<file path="src/include/swpl_pkg.sv">
// shared constants and carrier types for the serial wiper position loader
package swpl_pkg;
	localparam int          WIPER_BITS    = 7;
	localparam int          TAP_COUNT     = 128;
	localparam logic [6:0]  MIDSCALE_CODE = 7'h40;
	localparam logic [6:0]  ZERO_CODE     = 7'h00;
	localparam logic [6:0]  SHIFT_CLEAR   = 7'h00;
	localparam int          SHIFT_MSB     = 6;

	// raw pin levels arriving from the host side
	typedef struct packed {
		logic chip_select_n;
		logic serial_clk;
		logic serial_in;
		logic midscale_reset_n;
		logic sleep_n;
	} swpl_pins_t;

	// resistor switch controls leaving the block
	typedef struct packed {
		logic [127:0] tap_select;
		logic         a_end_switch;
		logic         b_end_switch;
	} swpl_switch_t;
endpackage

</file>
<file path="src/core/swpl_sync.sv">
// two-flop synchroniser for the asynchronous control pins
module swpl_sync #(
	parameter int WIDTH = 5
) (
	input  wire logic             clk_sys,
	input  wire logic             reset_n,
	input  wire logic [WIDTH-1:0] async_in,
	output logic      [WIDTH-1:0] sync_out
);
	logic [WIDTH-1:0] stage1_reg;

	// the first stage feeds only the second stage
	always_ff @(posedge clk_sys or negedge reset_n) begin
		if (!reset_n) begin
			stage1_reg <= '0;
			sync_out   <= '0;
		end else begin
			stage1_reg <= async_in;
			sync_out   <= stage1_reg;
		end
	end
endmodule

</file>
<file path="src/core/swpl_core.sv">
// serial wiper position loader: shift register, wiper latch, tap decoder

// Behaviour
// - chip select is active low; serial activity counts only while it is low.
// - chip select rising copies the shifted word into the wiper latch.
// - data sampled on serial clock rising edges only; falling edges ignored.
// - midscale reset forces the wiper latch to midscale.
// - sleep opens the A end and ties wiper to B regardless of code.
// - writes are still accepted during sleep, giving a programmable preset.
// - seven-bit latch decoded to one of 128 taps.
// - code is unsigned, zero through 127, each a distinct tap.
// - code zero closes the B end switch directly.
// - code one selects first tap above B, counting upward.
// - larger code moves the wiper toward A, monotonically.
// - midscale code is 0x40, also latched on reset release with select high.
// - each rising serial clock in a frame shifts one bit in.
// - serial output presents previous frame bits delayed by seven clocks.
// - more than seven bits per frame keeps only the last seven.
module swpl_core (
	input  wire logic               clk_sys,
	input  wire logic               reset_n,
	input  wire swpl_pkg::swpl_pins_t pins,
	output logic                    serial_out_o,
	output logic                    serial_out_oe,
	output logic [6:0]              wiper_code,
	output swpl_pkg::swpl_switch_t  switches
);
	import swpl_pkg::*;

	// idle pin levels; a synchroniser that reset to zero would show select low and
	// then a false select rise, loading the cleared shift register after reset
	localparam swpl_pins_t PIN_IDLE = '{
		chip_select_n:    1'b1,
		serial_clk:       1'b0,
		serial_in:        1'b0,
		midscale_reset_n: 1'b1,
		sleep_n:          1'b1
	};

	swpl_pins_t pins_flip;
	swpl_pins_t flip_sync;
	swpl_pins_t pins_s;
	logic       cs_n_s;
	logic       sclk_s;
	logic       sdi_s;
	logic       mrst_n_s;
	logic       sleep_n_s;
	logic       sclk_prev_reg;
	logic       cs_n_prev_reg;
	logic       sclk_rise;
	logic       cs_rise;
	logic [6:0] shift_reg;
	logic [6:0] wiper_latch;
	logic       out_bit_reg;

	// one-hot decode: code n closes tap n, tap 0 being the B end switch
	function automatic logic [127:0] swpl_decode(input logic [6:0] code);
		logic [127:0] onehot;
		onehot       = '0;
		onehot[code] = 1'b1;
		return onehot;
	endfunction

	// pins are flipped so that the synchroniser's zero reset stands for idle
	assign pins_flip = pins ^ PIN_IDLE;

	// every pin crosses two flops before any logic looks at it
	swpl_sync #(
		.WIDTH($bits(swpl_pins_t))
	) u_sync (
		.clk_sys (clk_sys),
		.reset_n (reset_n),
		.async_in(pins_flip),
		.sync_out(flip_sync)
	);

	assign pins_s    = flip_sync ^ PIN_IDLE;
	assign cs_n_s    = pins_s.chip_select_n;
	assign sclk_s    = pins_s.serial_clk;
	assign sdi_s     = pins_s.serial_in;
	assign mrst_n_s  = pins_s.midscale_reset_n;
	assign sleep_n_s = pins_s.sleep_n;

	// edge history; idle state assumes select high and clock low
	always_ff @(posedge clk_sys or negedge reset_n) begin
		if (!reset_n) begin
			sclk_prev_reg <= 1'b0;
			cs_n_prev_reg <= 1'b1;
		end else begin
			sclk_prev_reg <= sclk_s;
			cs_n_prev_reg <= cs_n_s;
		end
	end

	assign sclk_rise = sclk_s & ~sclk_prev_reg;
	assign cs_rise   = cs_n_s & ~cs_n_prev_reg;

	// shift register; sleep does not block shifting so presets can load
	always_ff @(posedge clk_sys or negedge reset_n) begin
		if (!reset_n) begin
			shift_reg <= SHIFT_CLEAR;
		end else if (!mrst_n_s) begin
			shift_reg <= SHIFT_CLEAR;
		end else if (sclk_rise && !cs_n_s) begin
			shift_reg <= {shift_reg[SHIFT_MSB-1:0], sdi_s};
		end
	end

	// serial output stage: bit leaving the top of the register, seven clocks late
	always_ff @(posedge clk_sys or negedge reset_n) begin
		if (!reset_n) begin
			out_bit_reg <= 1'b0;
		end else if (!mrst_n_s) begin
			out_bit_reg <= 1'b0;
		end else if (sclk_rise && !cs_n_s) begin
			out_bit_reg <= shift_reg[SHIFT_MSB];
		end
	end

	// open drain: pull low only while a frame is active and not asleep
	assign serial_out_o  = 1'b0;
	assign serial_out_oe = !cs_n_s && sleep_n_s && !out_bit_reg;

	// wiper latch: reset has priority over a pending load
	always_ff @(posedge clk_sys or negedge reset_n) begin
		if (!reset_n) begin
			wiper_latch <= MIDSCALE_CODE;
		end else if (!mrst_n_s) begin
			wiper_latch <= MIDSCALE_CODE;
		end else if (cs_rise) begin
			wiper_latch <= shift_reg;
		end
	end

	assign wiper_code = wiper_latch;

	// switch outputs; sleep overrides the decode but never alters the latch
	always_comb begin
		switches.tap_select = swpl_decode(wiper_latch);
		switches.a_end_switch = 1'b1;
		switches.b_end_switch = (wiper_latch == ZERO_CODE);
		if (!sleep_n_s) begin
			switches.tap_select   = swpl_decode(ZERO_CODE);
			switches.a_end_switch = 1'b0;
			switches.b_end_switch = 1'b1;
		end
	end
endmodule

</file>
<file path="config.mk">
export PLATFORM = sky130hd
export DESIGN_NAME = swpl_core
export DESIGN_NICKNAME = d
export VERILOG_FILES = /design/src/include/swpl_pkg.sv /design/src/core/swpl_sync.sv /design/src/core/swpl_core.sv
export SDC_FILE = /design/constraint.sdc
export NUM_CORES = 1
export LEC_CHECK = 0
export ABC_AREA = 1
export BUFFER_PORTS_ARGS = -buffer_cell sky130_fd_sc_hd__buf_2
export CORE_MARGIN = 5
export CORE_UTILIZATION = 40
export DETAILED_ROUTE_END_ITERATION = 7
export GPL_ROUTABILITY_DRIVEN = 0
export PLACE_DENSITY = 0.8
export REMOVE_ABC_BUFFERS = 1
export SLEW_MARGIN = 20
export SYNTH_ARGS = -nofsm -noshare
export SYNTH_HDL_FRONTEND = slang
export SYNTH_SLANG_ARGS = --single-unit
</file>
<file path="constraint.sdc">
create_clock -name clk_sys -period 2.9 [get_ports clk_sys]
set_clock_uncertainty 0.2 [all_clocks]
set_input_delay 0.29 -clock clk_sys [delete_from_list [all_inputs] [get_ports clk_sys]]
set_output_delay 0.29 -clock clk_sys [all_outputs]
set_load 0.01 [all_outputs]
</file>
---- After elaboration in Yosys (flattened, before gate mapping) ----
Index checks and enable logic that the tools add are counted.
storage, ports and cells
  flip-flop bits (word level) ............. 27
  bits of input ports ..................... 7
  output and inout port bits .............. 139
  logic and storage cells ................. 33
operators by class
  $lt $le $gt $ge ......................... 2
  equal/unequal tests ..................... 2
  muxes and demuxes ....................... 9
  bitwise logic cells ..................... 6
  reduce and logical (&&, ||, !) cells .... 7
operators with widths
  cell                                                                                  count
  130-bit two-way mux                                                                   1
  7-bit two-way mux                                                                     4
  7-bit by 8-bit < comparator with 1-bit output (second input constant)                 1
  1-bit demux with 7-bit select                                                         1
  7-bit by 1-bit greater-or-equal comparator with 1-bit output (second input constant)  1
  7-bit zero test                                                                       1
  3-bit inverter                                                                        2
  1-bit logical AND                                                                     4
  2-bit by 1-bit != test with 1-bit output (second input constant)                      2
  1-bit two-way mux                                                                     3
  1-bit AND                                                                             2
  1-bit zero test                                                                       2
  1-bit inverter                                                                        2

---- Longest topological paths before layout ----
  word-level depth ........................ 5
  depth in mapped cells ................... 5
  depth with buffers taken out ............ 4

---- Modules after synthesis ----
Synthesis repeated with hierarchy kept, for this count alone.
unflattened totals
  cells, all modules ...................... 290
  area total of the unflattened synthesis .. 1974.4 µm²
by module, submodules not included
  module     instances  cells each  area each (µm²)  sequential area each (µm²)
  swpl_core  1          280         1724.2           427.9
  swpl_sync  1          10          250.2            250.2

---- Worst setup path after synthesis ----
No wires, ideal clock.
  path type ............................... register to output
  from .................................... reg wiper_latch[6], in the netlist wiper_code[6]
  to ...................................... out switches[66] (netlist bit)
  data arrival time ....................... 1.167 ns
  data required time ...................... 2.410 ns
  setup slack ............................. 1.243 ns
  stages on the path, launching flop included .. 5
  path buffers ............................ 0
  cells stage by stage .................... dfstp_2 inv_1 nor2_1 nand2_1 nor2_1
RTL lines
  element                 RTL line          text
  from (decl)             swpl_core.sv:53   logic [6:0] wiper_latch;
  from (signal assigned)  swpl_core.sv:131  wiper_latch <= shift_reg;
  to (decl)               swpl_core.sv:26   output swpl_pkg::swpl_switch_t switches

==> results.tsv <==
metric	value	unit
r2r-end	wiper_code[1]$_DFFE_PN0P_	
r2r_start	wiper_code[1]$_DFFE_PN0P_	
start_kind	register	
max_slew_margin	0.550	
syn_area_per_cell	6.83	µm²
mostFrequentLayoutCells	buf_2, nor2_1, nand2_1, dfrtp_1, inv_1	
fin_setup_tns	0	ps
p_total	0.000665	W
dieArea	6460	µm²
setup.worst_path.end_class	primary output	
synth_top_area_frac	0.316	
fmax	445	MHz
numCtsBuffers	3	
crit_type	register to primary output	
synth_xor_area_frac	0	
min_path_type	register to register	
synth.area.top_cells	dfrtp_1, nor2_1, nand2_1	
rows	25	
setup_violations	0	
first_pass_iters	4	
layout.nets	437	
synth-compound-area-share	0.0227	
num_vias	2316	
instances_no_fill	496	
syn_inst	290	
cts_tree	done	
start_util	0.417	
yosys.area_share.simple	0.503	
placed_cell_area	2630	µm²
drv_slew	0	
grt_pass1_wl	11000	µm
cp_slowest_stage_delay	790	ps
first_global_vias	2189	
yosysWarnings	0	
via_per_inst	4.67	
synth_area	1980	µm²
wl_per_cell	13.8	µm
overflow	0	
drive_above_1_share	0.394	
die_w	80.4	µm
fillers	474	
cts_max_level	1	
ys_seq_elements	27	
first_iter_violations	156	
grt.total_usage	0.212	
cts.clk_slew.worst_paths	90	ps
post_cts_resized	0	
synth_fa_ha_area_frac	0	
synth_edf_count	0	
final_common_cell	buf_2	
synth_mux_area_frac	0	
grt_max_degree	28	
drc	0	
synth_ff_type	dfrtp_1	
cts_buffer_depth	2	
final-hold-violation-count	0	
fp.dieH	80.4	µm
grt_setup_unrepaired	no	
port_buffers	144	
antennaDiodeCount	0	
cp_data_required_time	2410	ps
maxCapViolations	0	
crit_slowest_cell	dfrtp_1	
clkLatencyLatePin	270	ps
crit_chain	nand4_4 -> nor2_1 -> buf_2	
worstPathMaxFanout	14	
period_minus_slack	2250	ps
wl	6870	µm
ir_drop	0.000315	V
whs_path_depth	0	
clockRootBuffer	clkbuf_8	
num_io_pins	146	
dp_hpwl	5420	µm
ys_async_sr_fraction	1.00	
reg2regPathDepth	2	
area_delta_synth_final	37.9	%
r2r_slack	1410	ps
cts_setup_buffers	0	
synth_cell_type_count	21	
synth_largest_area_cell	dfrtp_1	
cts_hold_buf	6	
status	complete, no violations	
tightest_slew	675	ps
power_density	243	nW/µm²
antenna_found_initial	0	
final_cell_area	2730	µm²
p_leak	1.53	nW
cts_sinks	27	
fin_crit_sh	0.775	
hp-start	u_sync.stage1_reg[1]$_DFF_PN0_	
synth_top_family_by_area	simple AND/OR/NAND/NOR gates	
worstHoldEndpoint	u_sync.sync_out[1]$_DFF_PN0_	
core-area	4750	µm²
dp_cells	486	
synth-seq-area-share	0.342	
cp.arrival	1760	ps
ant_nets	0	
## metrics by stage
step                hold WS [ps]  setup WS [ps]  utilization
floorplan                   -206           1130            -
global placement             116            983        0.553
detailed placement           124            945        0.553
CTS                          162            636        0.575
global route                 172            480        0.575
finish                       159            652        0.575
## final cells by class
type                    instances  area, µm²  share of cell area
well taps                      67       83.8              0.0307
flip-flops and latches         27        678               0.248
repair buffers                150        781               0.286
inverters                      25       98.8              0.0362
clock buffers                   4       45.0              0.0165
multi-input cells             223       1050               0.383
## worst max-delay path: cells and delay by family, from the launching register on
family / cells / cell delay, ps
DFF: 1 / 790
buffers and inverters: 1 / 160
and+or+nand+nor: 2 / 530
## where the power goes
part | internal (W) | switching (W)
registers | 0.000388 | 0.00000972
clock network | 0.0000984 | 0.000109
logic | 0.0000186 | 0.0000419
## worst max-delay path by stage
stage,start,end,slack (ps),cells past startpoint
2_1_floorplan,wiper_code[1]$_DFFE_PN0P_,switches[105],1130,2
3_3_place_gp,wiper_code[1]$_DFFE_PN0P_,switches[25],980,3
3_5_place_dp,wiper_code[1]$_DFFE_PN0P_,switches[41],950,3
4_1_cts,wiper_code[1]$_DFFE_PN0P_,switches[41],640,3
5_1_grt,wiper_code[1]$_DFFE_PN0P_,switches[41],480,3
6_report,wiper_code[1]$_DFFE_PN0P_,switches[41],650,3
## cells in the mapped netlist (2+ instances only)
cell type,n
nand2_1,42
nand3_2,4
dfstp_2,2
inv_2,3
nand3_1,15
inv_4,2
inv_1,20
nand4_4,6
buf_6,10
nor2_4,2
buf_4,3
nor2_1,140
dfrtp_1,25
o21ai_0,9
## cell families (layout without fill, tap and decap cells)
| family | after synthesis | count (layout) |
|---|---|---|
| compound gates | 9 | 9 |
| buf+inv | 40 | 179 |
| flops | 27 | 27 |
| simple gates | 213 | 213 |
| other cells | 1 | 1 |
## per-layer routing
metal	track usage	up-vias	wire, µm
met1	0.238	1042	2650
met2	0.387	98	3510
met3	0.0348	19	505
li1	-	1157	-
met4	0.0963	0	202
met5	0	-	0
(Power assumes the default switching activity.)
